File: src/strap_unit_regs.vh
// register offsets, fields, reset values and timing counts for the strap unit
`ifndef STRAP_UNIT_REGS_VH
`define STRAP_UNIT_REGS_VH
`define REG_STRAP_OFS      12'h000
`define REG_STATUS_OFS     12'h004
`define REG_LED_OFS        12'h008
`define REG_ZC_PERIOD_OFS  12'h00C
`define REG_ZC_COUNT_OFS   12'h010
`define STRAP_ISOLATE_BIT  0
`define STRAP_SPEED_BIT    1
`define STRAP_ADDR3_BIT    2
`define STRAP_CFG_BIT      3
`define STRAP_ADDR4_BIT    4
`define STRAP_MACPHY_BIT   5
`define STRAP_BOOT_BIT     6
`define STRAP_DUPLEX_BIT   7
`define STRAP_WIDTH        8
`define LED_RESET          4'h0
`define LED_WIDTH          4
`define SYS_CLOCK_HZ       200000000
`define REF_CLOCK_HZ       25000000
`define REF_HALF_DIV       ((`SYS_CLOCK_HZ / `REF_CLOCK_HZ) / 2)
`define PHY_STRETCH_US     1000
`define PHY_STRETCH_CYC    ((`PHY_STRETCH_US * (`SYS_CLOCK_HZ / 1000000)))
`endif

File: src/module_reset_clock_strap_unit.v
// reset stretch, phy reference clock, strap capture and zero-cross timing
//
// The register addresses and the APB slave port are this design's own decisions.
`timescale 1ns/10ps
`include "strap_unit_regs.vh"

// Overview of operation
// RULE_01: low chip reset holds all logic reset
// RULE_02: host holds reset 100 ms after supply
// RULE_03: phy reset follows chip reset, stretched
// RULE_04: 25 MHz phy clock only in mac mode
// RULE_05: board should wire phy reset with clock
// RULE_06: straps pick interface mode and boot source
// RULE_07: strap pins become led outputs after boot
// RULE_08: zero-cross input times line-cycle adaptation
// RULE_09: select strap low phy, high mac
// RULE_10: straps captured at reset release, then held
module module_reset_clock_strap_unit #(
  parameter STRETCH_CYCLES = `PHY_STRETCH_CYC
) (
  input  wire        pclk,
  input  wire        presetn,
  input  wire        psel,
  input  wire        penable,
  input  wire        pwrite,
  input  wire [11:0] paddr,
  input  wire [31:0] pwdata,
  output reg  [31:0] prdata,
  output reg         pready,
  output reg         pslverr,
  input  wire [7:0]  strap_in,
  input  wire        zero_cross_in,
  output reg         ext_phy_reset_n,
  output reg         ext_phy_ref_clock,
  output reg  [3:0]  led_out,
  output reg  [3:0]  led_oe,
  output reg         mac_phy_select,
  output reg         zero_cross_edge
);
  localparam ST_HOLD    = 3'b001;
  localparam ST_CAPTURE = 3'b010;
  localparam ST_RUN     = 3'b100;
  localparam [31:0] STRETCH = STRETCH_CYCLES;
  localparam [31:0] HALF_FULL = `REF_HALF_DIV - 1;
  localparam [2:0]  HALF      = HALF_FULL[2:0];

  wire [8:0] synced;
  reg  [2:0] state;
  reg        fill_done;
  reg  [7:0] strap;
  reg  [31:0] stretch_cnt;
  reg  [2:0] div_cnt;
  reg  [3:0] led_reg;
  reg        zc_prev;
  reg  [31:0] zc_timer;
  reg  [31:0] zc_period;
  reg  [31:0] zc_count;
  reg  [31:0] next_prdata;
  wire        zc_sync = synced[8];
  wire        is_mac  = strap[`STRAP_MACPHY_BIT];
  wire        setup   = psel && !penable;
  wire        wr_acc  = psel && penable && pwrite && pready;
  // a pulled-up line looks like a rise while the synchroniser fills
  wire        zc_rise = zc_sync && !zc_prev && (state == ST_RUN);

  function mapped;
    input [11:0] a;
    begin
      mapped = (a == `REG_STRAP_OFS) || (a == `REG_STATUS_OFS) ||
               (a == `REG_LED_OFS) || (a == `REG_ZC_PERIOD_OFS) ||
               (a == `REG_ZC_COUNT_OFS);
    end
  endfunction

  pin_sync #(.WIDTH(9)) u_sync (
    .pclk     (pclk),
    .presetn  (presetn),
    .async_in ({zero_cross_in, strap_in}),
    .sync_out (synced)
  );

  // strap pins are sampled through resistors; firmware takes them over later
  always @(posedge pclk or negedge presetn)
  begin
    if (!presetn) // see RULE_01
    begin
      state     <= ST_HOLD;
      strap     <= 8'h00;
      fill_done <= 1'b0;
    end
    else
    begin
      case (state)
        // two edges pass before the synchroniser shows real pin levels
        ST_HOLD:
        begin
          if (fill_done)
            state <= ST_CAPTURE;
          else
            fill_done <= 1'b1;
        end
        ST_CAPTURE:
        begin
          strap <= synced[7:0]; // see RULE_10 see RULE_06
          state <= ST_RUN;
        end
        ST_RUN:     state <= ST_RUN;
        default:    state <= ST_HOLD;
      endcase
    end
  end

  // phy reset asserts with the chip reset, releases after the stretch
  always @(posedge pclk or negedge presetn)
  begin
    if (!presetn)
    begin
      stretch_cnt     <= 32'h0000_0000;
      ext_phy_reset_n <= 1'b0; // see RULE_03
    end
    else if (state == ST_RUN && !ext_phy_reset_n)
    begin
      if (stretch_cnt >= STRETCH - 32'h0000_0001)
        ext_phy_reset_n <= 1'b1; // see RULE_03
      else
        stretch_cnt <= stretch_cnt + 32'h0000_0001;
    end
  end

  // divider toggles only in mac mode; phy mode parks the pin low
  always @(posedge pclk or negedge presetn)
  begin
    if (!presetn)
    begin
      div_cnt           <= 3'h0;
      ext_phy_ref_clock <= 1'b0;
    end
    else if (state == ST_RUN && is_mac) // see RULE_04 see RULE_09
    begin
      if (div_cnt == HALF)
      begin
        div_cnt           <= 3'h0;
        ext_phy_ref_clock <= ~ext_phy_ref_clock;
      end
      else
        div_cnt <= div_cnt + 3'h1;
    end
    else
    begin
      div_cnt           <= 3'h0;
      ext_phy_ref_clock <= 1'b0;
    end
  end

  // leds are released only after capture so they cannot upset the straps
  always @(posedge pclk or negedge presetn)
  begin
    if (!presetn)
    begin
      led_reg        <= `LED_RESET;
      led_out        <= 4'h0;
      led_oe         <= 4'h0;
      mac_phy_select <= 1'b0;
    end
    else
    begin
      if (wr_acc && paddr == `REG_LED_OFS)
        led_reg <= pwdata[3:0];
      led_out        <= led_reg;
      led_oe         <= (state == ST_RUN) ? 4'hF : 4'h0; // see RULE_07
      mac_phy_select <= is_mac; // see RULE_09
    end
  end

  // line-cycle period measured between rising edges of the polarity input
  always @(posedge pclk or negedge presetn)
  begin
    if (!presetn)
    begin
      zc_prev         <= 1'b0;
      zc_timer        <= 32'h0000_0000;
      zc_period       <= 32'h0000_0000;
      zc_count        <= 32'h0000_0000;
      zero_cross_edge <= 1'b0;
    end
    else
    begin
      zc_prev         <= zc_sync;
      zero_cross_edge <= zc_rise; // see RULE_08
      if (zc_rise)
      begin
        zc_period <= zc_timer;
        zc_timer  <= 32'h0000_0001;
        zc_count  <= zc_count + 32'h0000_0001;
      end
      else if (zc_timer != 32'hFFFF_FFFF)
        zc_timer <= zc_timer + 32'h0000_0001;
    end
  end

  always @*
  begin
    next_prdata = 32'h0000_0000;
    case (paddr)
      `REG_STRAP_OFS:     next_prdata = {24'h000000, strap};
      `REG_STATUS_OFS:    next_prdata = {27'h0000000, zc_sync,
                                         ext_phy_reset_n, state};
      `REG_LED_OFS:       next_prdata = {28'h0000000, led_reg};
      `REG_ZC_PERIOD_OFS: next_prdata = zc_period;
      `REG_ZC_COUNT_OFS:  next_prdata = zc_count;
      default:            next_prdata = 32'h0000_0000;
    endcase
  end

  // no wait state: ready and data are registered in the setup cycle
  always @(posedge pclk or negedge presetn)
  begin
    if (!presetn)
    begin
      prdata  <= 32'h0000_0000;
      pready  <= 1'b0;
      pslverr <= 1'b0;
    end
    else if (setup)
    begin
      pready  <= 1'b1;
      pslverr <= !mapped(paddr);
      prdata  <= pwrite ? 32'h0000_0000 : next_prdata;
    end
    else
    begin
      pready  <= 1'b0;
      pslverr <= 1'b0;
    end
  end
endmodule

File: src/pin_sync.v
// two-flop synchroniser for a group of asynchronous pins
`timescale 1ns/10ps
module pin_sync #(
  parameter WIDTH = 1
) (
  input  wire             pclk,
  input  wire             presetn,
  input  wire [WIDTH-1:0] async_in,
  output reg  [WIDTH-1:0] sync_out
);
  reg [WIDTH-1:0] meta;

  always @(posedge pclk or negedge presetn)
  begin
    if (!presetn)
    begin
      meta     <= {WIDTH{1'b0}};
      sync_out <= {WIDTH{1'b0}};
    end
    else
    begin
      meta     <= async_in;
      sync_out <= meta;
    end
  end
endmodule

File: config.mk
export PLATFORM = sky130hd
export DESIGN_NAME = module_reset_clock_strap_unit
export DESIGN_NICKNAME = d
export VERILOG_FILES = /design/src/module_reset_clock_strap_unit.v /design/src/pin_sync.v
export VERILOG_INCLUDE_DIRS = /design/src
export SDC_FILE = /design/constraint.sdc
export NUM_CORES = 1
export LEC_CHECK = 0
export ABC_AREA = 0
export BUFFER_PORTS_ARGS = -buffer_cell sky130_fd_sc_hd__buf_2
export CORE_MARGIN = 2
export CORE_UTILIZATION = 30
export CTS_CLUSTER_DIAMETER = 50
export DETAILED_ROUTE_END_ITERATION = 10
export PLACE_DENSITY = 0.55
export SLEW_MARGIN = 25
export SYNTH_ARGS = -nofsm -noshare
export SYNTH_HDL_FRONTEND = slang
export SYNTH_HIERARCHICAL = 1
export SYNTH_SLANG_ARGS = --single-unit
File: constraint.sdc
create_clock -name pclk -period 2.7 [get_ports pclk]
set_clock_uncertainty 0.2 [all_clocks]
set_input_delay 0.135 -clock pclk [delete_from_list [all_inputs] [get_ports pclk]]
set_output_delay 0.135 -clock pclk [all_outputs]
set_load 0.03 [all_outputs]
## Word level (Yosys, flattened, before mapping)

Cells that the tools add are included.

- Register bits after elaboration: 212
- Input bits: 58
- Word-level logic and storage cells: 74

- $add $sub $neg: 4
- $lt $le $gt $ge: 1
- Equal/unequal tests: 11
- Muxes and demuxes: 13
- Bitwise operators: 2
- Reductions and logical operators: 22

Operators with widths:

| cell | number |
|---|---|
| 32-bit one-hot mux with 5 select lines | 1 |
| 32-bit by 1-bit adder with 32-bit output (second input constant) | 3 |
| 32-bit 2-to-1 mux | 3 |
| 32-bit by 18-bit >= comparator with 1-bit output (second input constant) | 1 |
| 32-bit inequality test (second input constant) | 1 |
| 12-bit by 4-bit equality test with 1-bit output (second input constant) | 2 |
| 12-bit by 3-bit equality test with 1-bit output (second input constant) | 1 |
| 12-bit by 5-bit equality test with 1-bit output (second input constant) | 1 |
| 12-bit logical NOT | 1 |
| 1-bit logical AND | 9 |
| 3-bit 2-to-1 mux | 3 |
| 3-bit by 2-bit equality test with 1-bit output (second input constant) | 2 |
| 3-bit one-hot mux with 2 select lines | 1 |
| 1-bit logical NOT | 4 |
| 1-bit logical OR | 4 |
| 1-bit 2-to-1 mux | 4 |
| 4-bit 2-to-1 mux | 1 |
| 2-bit AND reduction | 2 |
| 3-bit by 1-bit adder with 3-bit output (second input constant) | 1 |
| 3-bit by 1-bit equality test with 1-bit output (second input constant) | 1 |
| 3-bit equality test (second input constant) | 1 |
| 2-bit by 1-bit inequality test with 1-bit output (second input constant) | 1 |
| 2-bit inequality test (second input constant) | 1 |
| 1-bit inverter | 2 |
| other kinds (2) | 2 |

## Logic depth before layout (Yosys ltp)

Gate-level depths: netlist of the first run.

- Word-level depth: 7
- Mapped depth: 9
- Depth with buffers taken out: 6

## Cells and area by module

The synthesis of the first run kept the hierarchy.

By module, submodules not included:

| module | times used | cells each | area an instance (µm²) | seq. area each (µm²) |
|---|---|---|---|---|
| module_reset_clock_strap_unit | 1 | 810 | 8,435.6 | 4,780.8 |
| pin_sync | 1 | 18 | 450.4 | 450.4 |

## Worst setup path before layout of the first run

No wires, ideal clock.

- Kind: reg-to-reg
- From: register zc_timer[0]
- To: register zc_timer[30]
- Setup time: 0.078 ns
- Data arrival time: 2.010 ns
- Setup slack: 0.412 ns
- Cell stages (with the launch flop): 8
- Cells stage by stage: dfrtp_1 > ha_1 > and3_1 > nand3_4 > or3_1 > clkbuf_2 > or4_1 > a21oi_1

- Word-level cells in the longest chain between the ends: 3
- Elaborated cells between the ends (all ways): 5
- Classes of those cells: 1 x add/sub; 1 x eq/ne; 2 x mux; 1 x reduce/logical

Ends and longest elaborated chain:

| what | RTL line | source |
|---|---|---|
| start: declaration | module_reset_clock_strap_unit.v:55 | `reg [31:0] zc_timer;` |
| start signal: assignment | module_reset_clock_strap_unit.v:197 | `zc_timer <= zc_timer + 32'h0000_0001;` |
| 32-bit by 1-bit adder with 32-bit output | module_reset_clock_strap_unit.v:197 |  |
| 32-bit 2-to-1 mux | module_reset_clock_strap_unit.v:196 | `else if (zc_timer != 32'hFFFF_FFFF)` |
| 32-bit 2-to-1 mux | module_reset_clock_strap_unit.v:190 | `if (zc_rise)` |

Several ways; a longest one is shown, not always the timed one. The select of a mux whose other input is x is not followed.
A chain may end at the register's enable or synchronous reset.

## Worst setup path in the final report of the first run

- From: register state[1]
- To: register stretch_cnt[1]

- Word-level cells in the longest chain between the ends: 3

Ends and longest elaborated chain:

| what | RTL line | source |
|---|---|---|
| start: declaration | module_reset_clock_strap_unit.v:48 | `reg [2:0] state;` |
| start signal: assignment | module_reset_clock_strap_unit.v:87 | `state <= ST_HOLD;` |
| start signal: assignment | module_reset_clock_strap_unit.v:98 | `state <= ST_CAPTURE;` |
| start signal: assignment | module_reset_clock_strap_unit.v:105 | `state <= ST_RUN;` |
| 3-bit equality test | module_reset_clock_strap_unit.v:121 | `else if (state == ST_RUN && !ext_phy_reset_n)` |
| 1-bit logical AND | module_reset_clock_strap_unit.v:121 |  |
| 2-bit AND reduction (no line) | -- |  |
| end signal: assignment | module_reset_clock_strap_unit.v:126 | `stretch_cnt <= stretch_cnt + 32'h0000_0001;` |
| end: declaration | module_reset_clock_strap_unit.v:51 | `reg [31:0] stretch_cnt;` |

No other way between the ends.

==> impl_metrics.json, run 1 <==
{
  "path_max_fanout": 7,
  "first_pass_iters": 4,
  "endpoint_kind": "register",
  "fin_tns_setup_ps": 0,
  "ys_ff_latch": 209,
  "reg2reg_to": "stretch_cnt[1]",
  "holdWs_ps": -2.85,
  "p_per_area_nw_per_um2": 627,
  "synth_top_cell_by_area": "dfrtp_1",
  "wirelength_um": 19200,
  "r2r_slack_ps": 230,
  "avgSynthCellArea_um2": 10.7,
  "synthArstFlopShare_pct": 100,
  "hpwl_um": 13200,
  "synth.area.top_cells": "dfrtp_1 (59%), nand2_1 (6.3%), xnor2_1 (4.2%)",
  "num_rows": 63,
  "worst_ir_drop_vdd_mv": 0.331,
  "drt_iter0_drc": 340,
  "die_h_um": 176,
  "synth_edf_count": 0,
  "fin_crit_sh_pct": 91.4,
  "syn_area_um2": 8890,
  "antenna_found_initial": 0,
  "dieArea_um2": 31000,
  "cts_tree": "built",
  "cts.sinks": 209,
  "port_buffers": 75,
  "reg2reg_depth": 5,
  "ios": 104,
  "grt_max_degree": 76,
  "start_kind": "register",
  "dp.cells": 1272,
  "clk_path_buf_depth": 3,
  "clock_latency_ps": 510,
  "status": "finished, violations left",
  "cp_slowest_cell": "or3b_2",
  "grt_pass1_wl_um": 32800,
  "syn_nets": 890,
  "nets": 996,
  "die_w_um": 176,
  "drv_cap": 0,
  "synth.distinct_cells": 56,
  "drc": 0,
  "cp.required_ps": 2900,
  "hold_buffers": 26,
  "dr_total_vias": 6295,
  "drive_gt1_share_pct": 18.6,
  "gp_congestion": 0.799,
  "synth_top_cell_area_share_pct": 58.6,
  "root_buffer": "clkbuf_16",
  "worst-path-buf-inv": 1,
  "synth.yosys.warnings": 6,
  "cts_buffers": 24,
  "slew_viol_final": 0,
  "wire_per_inst_um": 14.3,
  "synth.yosys.seq_area_share_pct": 58.9,
  "synth_ff_type": "dfrtp_1",
  "final_hold_viol_count": 10,
  "syn-instance-count": 828,
  "failed_checks": "hold timing",
  "tightest_slew_ps": 717,
  "hp-class": "in -> async",
  "grt.total_usage_pct": 12.7,
  "crit_chain": "or3b_2, inv_2, nand2_1, a2111oi_4, mux2_2",
  "r2r_start": "state[1]",
  "grt_pass1_vias": 6328,
  "setup_violations": 0,
  "slew_headroom_pct": 51.5,
  "area_growth_pct": 21.5,
  "cp_slowest_stage_delay_ps": 560,
  "p_leak_uw": 0.00492,
  "cts.clk_slew.worst_paths_ps": 60,
  "cts_max_level": 1,
  "core-area_um2": 29400,
  "antenna_cells": 0,
  "fmax_mhz": 405,
  "via_per_inst": 4.69,
  "fin_crit_ps": 2470,
  "start_util_pct": 30.2,
  "grt_overflow": 0,
  "rsz0062_at_grt": "no",
  "critPathKind": "reg -> reg",
  "antenna_left": 0,
  "ctsResizeCount": 0,
  "fin_cells": 1341,
  "cts_setup_buffers": 0,
  "critical_path_arrival_ps": 2660,
  "cp_top_family": "simple AND/OR/NAND/NOR gates"
}
## layout make-up
cell class,instances,area [um2]
inverter,11,41.3
multi-input combinational,559,3380
fill,2867,18600
tap,390,488
timing repair buffer,129,892
clock inverter,12,96.3
sequential,209,5230
clock buffer,31,667
## cell families after synthesis
kind of cell,Yosys count,synth area share (%)
xor+xnor,57,5.62
simple gates,341,19.6
flops,209,58.9
fa+ha+maj,4,0.563
buf+inv,60,3.06
mux,27,3.22
compound gates,130,9.03
## cell usage after synthesis (10+ instances only)
master	count
dfrtp_1	208
nand2_1	149
o21ai_0	49
xnor2_1	43
nand3_1	35
nor2_1	34
clkbuf_1	32
a21oi_1	31
a22oi_1	24
nand4_1	24
and3_1	17
mux2i_1	14
xor2_1	14
mux2_2	13
or3_1	12
and4_1	10
## per-layer routing
layer	GRT usage [%]	up-vias	wire length, um
li1	-	3113	-
met1	18.2	3045	9380
met2	20.3	112	8730
met3	1.53	25	768
met4	3.31	0	350
met5	0	-	0
## layout by cell type, fill, tap and decap left out, drive strengths merged, types with 2 or more instances in the layout
master | synthesis | final
a211oi | 4 | 4
a21oi | 31 | 31
a22oi | 24 | 24
a31o | 2 | 2
a31oi | 2 | 2
and2 | 2 | 2
and3 | 17 | 17
and4 | 10 | 10
buf | 15 | 102
clkbuf | 34 | 32
clkinv | 1 | 9
clkinvlp | 0 | 4
dfrtp | 208 | 208
dlygate4sd3 | 0 | 26
ha | 4 | 4
inv | 10 | 10
mux2 | 13 | 13
mux2i | 14 | 14
nand2 | 149 | 149
nand2b | 4 | 4
nand3 | 36 | 36
nand3b | 3 | 3
nand4 | 27 | 27
nand4b | 2 | 2
nor2 | 34 | 34
nor2b | 3 | 3
nor3 | 10 | 10
nor3b | 3 | 3
nor4 | 12 | 12
o21ai | 50 | 50
o22ai | 4 | 4
o31ai | 8 | 8
or2 | 4 | 4
or3 | 12 | 12
or4 | 10 | 10
xnor2 | 43 | 43
xor2 | 14 | 14
## worst max-delay path by stage
stage / startpoint / end / slack [ps] / depth (start not counted)
floorplan: zc_timer[0] / zc_timer[30] / 410 / 7
detailed placement: state[1] / stretch_cnt[1] / 270 / 5
CTS: state[1] / stretch_cnt[1] / 250 / 5
finish: state[1] / stretch_cnt[1] / 230 / 5
global route: zc_timer[0] / zc_timer[30] / 80 / 6
global placement: state[1] / stretch_cnt[1] / 280 / 5
## report_power, final
| group | switching, uW | total (uW) | internal [uW] |
|---|---|---|---|
| Combinational | 207 | 358 | 151 |
| Sequential | 115 | 3360 | 3240 |
| Clock | 1290 | 3050 | 1760 |
## metrics by stage
stage	area [um2]	util (%)	worst slack (ps)	power, uW	hold WS, ps
floorplan	8890	-	412	3570	-361
global placement	9780	33.2	277	3740	5.90
detailed placement	9780	33.2	269	3750	-2.09
CTS	10800	36.7	247	6870	5.28
global route	10800	36.7	75.4	7070	36.0
finish	10800	36.7	233	6770	-2.85
Note: power is estimated with default switching activity, not from simulation.
==> run 2: changes to the inputs <==
- PLACE_DENSITY: 0.55 -> unset
- clock period: 2.7 -> 2.4 ns (I/O delays scaled with it)
==> impl_metrics.json, run 2 (synthesized netlist as in run 1, its figures left out) <==
{
  "port_buffers": 75,
  "path_max_fanout": 4,
  "power_switching_share_pct": 22.9,
  "antenna_left": 0,
  "wirelength_um": 19500,
  "holdWs_ps": 10.0,
  "slew_viol_final": 0,
  "start_kind": "primary input",
  "setup_violations": 0,
  "fmax_mhz": 435,
  "antenna_cells": 0,
  "combPwrFrac_pct": 5.9,
  "hp-class": "in -> async",
  "fin_tns_setup_ps": 0,
  "gp_congestion": 0.792,
  "clock_latency_ps": 490,
  "clk_path_buf_depth": 3,
  "nets": 1030,
  "drt_iter0_drc": 354,
  "endpoint_kind": "register",
  "clock_power_share_pct": 43.9,
  "hpwl_um": 13700,
  "drc": 0,
  "first_pass_iters": 4,
  "grt_pass1_vias": 6450,
  "die_h_um": 176,
  "dieArea_um2": 31000,
  "grt_pass1_wl_um": 32900,
  "die_w_um": 176,
  "antenna_found_initial": 0,
  "cts.sinks": 209,
  "drive_gt1_share_pct": 21.8,
  "power_frac_seq_pct": 50.2,
  "rsz0062_at_grt": "no",
  "cts.clk_slew.worst_paths_ps": 70,
  "grt_max_degree": 77,
  "dr_total_vias": 6454,
  "start_util_pct": 30.2,
  "p_leak_uw": 0.00507,
  "drv_cap": 0,
  "nFillCells": 2878,
  "cts_buffers": 21,
  "intPower_uw": 5780,
  "slew_headroom_pct": 58.1,
  "mostFrequentLayoutCells": "dfrtp_1 (206), nand2_1 (149), buf_2 (74)",
  "layout_commonest_cell": "dfrtp_1",
  "core-area_um2": 29400,
  "root_buffer": "clkbuf_16",
  "critPathKind": "in -> reg",
  "grt_overflow": 0,
  "fin_crit_sh_pct": 95.9,
  "status": "complete, no violations",
  "via_per_inst": 4.71,
  "num_rows": 63,
  "ios": 104,
  "area_growth_pct": 24.3,
  "grt.total_usage_pct": 12.8,
  "cp.required_ps": 2570,
  "fin_crit_ps": 2300,
  "critical_path_arrival_ps": 2470,
  "wire_per_inst_um": 14.2,
  "cts_tree": "built",
  "power.net_switching_uw": 1720,
  "p_per_area_nw_per_um2": 679,
  "final_hold_viol_count": 0,
  "tightest_slew_ps": 623,
  "cts_max_level": 1,
  "worst_ir_drop_vdd_mv": 0.363
}
run 2: metrics by stage:
stage / instances / setup WS, ps / util, % / total power [uW] / instance area, um2
after floorplan: 828 / 112 / - / 4020 / 8890
after global placement: 1306 / 80.3 / 34.2 / 4240 / 10000
after detailed placement: 1306 / 71.0 / 34.2 / 4250 / 10000
after CTS: 1367 / 32.9 / 37.4 / 7620 / 11000
after global routing: 1370 / 0.208 / 37.6 / 7850 / 11000
final: 1370 / 99.0 / 37.6 / 7500 / 11000
run 2: cell type report:
class                           instances  area (um2)  share of cell area, %
Multi-Input combinational cell        559        3410                   30.9
Clock buffer                           23         533                   4.83
Clock inverter                         12         158                   1.43
Tap cell                              390         488                   4.42
Sequential cell                       209        5230                   47.4
Timing Repair Buffer                  166        1180                   10.7
Inverter                               11        41.3                  0.374
run 2: power by group through the flow:
stage / registers, uW / logic, uW / clock network (uW)
after floorplan: 3800 / 220 / 0
after global placement: 3820 / 417 / 0
after detailed placement: 3830 / 426 / 0
after CTS: 3760 / 457 / 3400
after global routing: 3780 / 512 / 3560
final: 3760 / 446 / 3290
run 2: critical path: stages:
cell and delay (ps):
dlygate4sd3_1 530, buf_2 120, nor2_1 180, and3_1 250, nand4b_1 170, nor2_4 200
mux2_2 350, dlygate4sd3_1 550
run 2: timing repair:
action | CTS | global route
hold endpoints to repair | 219 | 0
gates resized for setup | 0 | 9
setup buffers | 0 | 3
setup endpoints to repair | 0 | 18
hold buffers | 26 | 0
run 2: worst paths after layout:
kind | from | end | slack, ps | depth (start not counted)
worst max-delay path | paddr[10] | led_reg[0] | 100 | 8
worst max register to register | zc_timer[15] | zc_timer[27] | 110 | 5
worst min-delay path | presetn | stretch_cnt[15] | 10 | 2
max in group asynchronous | presetn | zc_count[19] | 1290 | 3
worst min register to register | u_sync/meta[8] | u_sync/sync_out[8] | 150 | 0
min in group pclk | penable | pready | 40 | 4
run 2: per-layer routing:
| metal | GRT usage, % | part of all wire (%) | vias to the layer above |
|---|---|---|---|
| met5 | 0 | 0 | - |
| met4 | 2.93 | 1.6 | 0 |
| met3 | 1.46 | 3.2 | 22 |
| met2 | 20.9 | 46 | 94 |
| met1 | 18.2 | 49 | 3141 |
| li1 | - | - | 3197 |
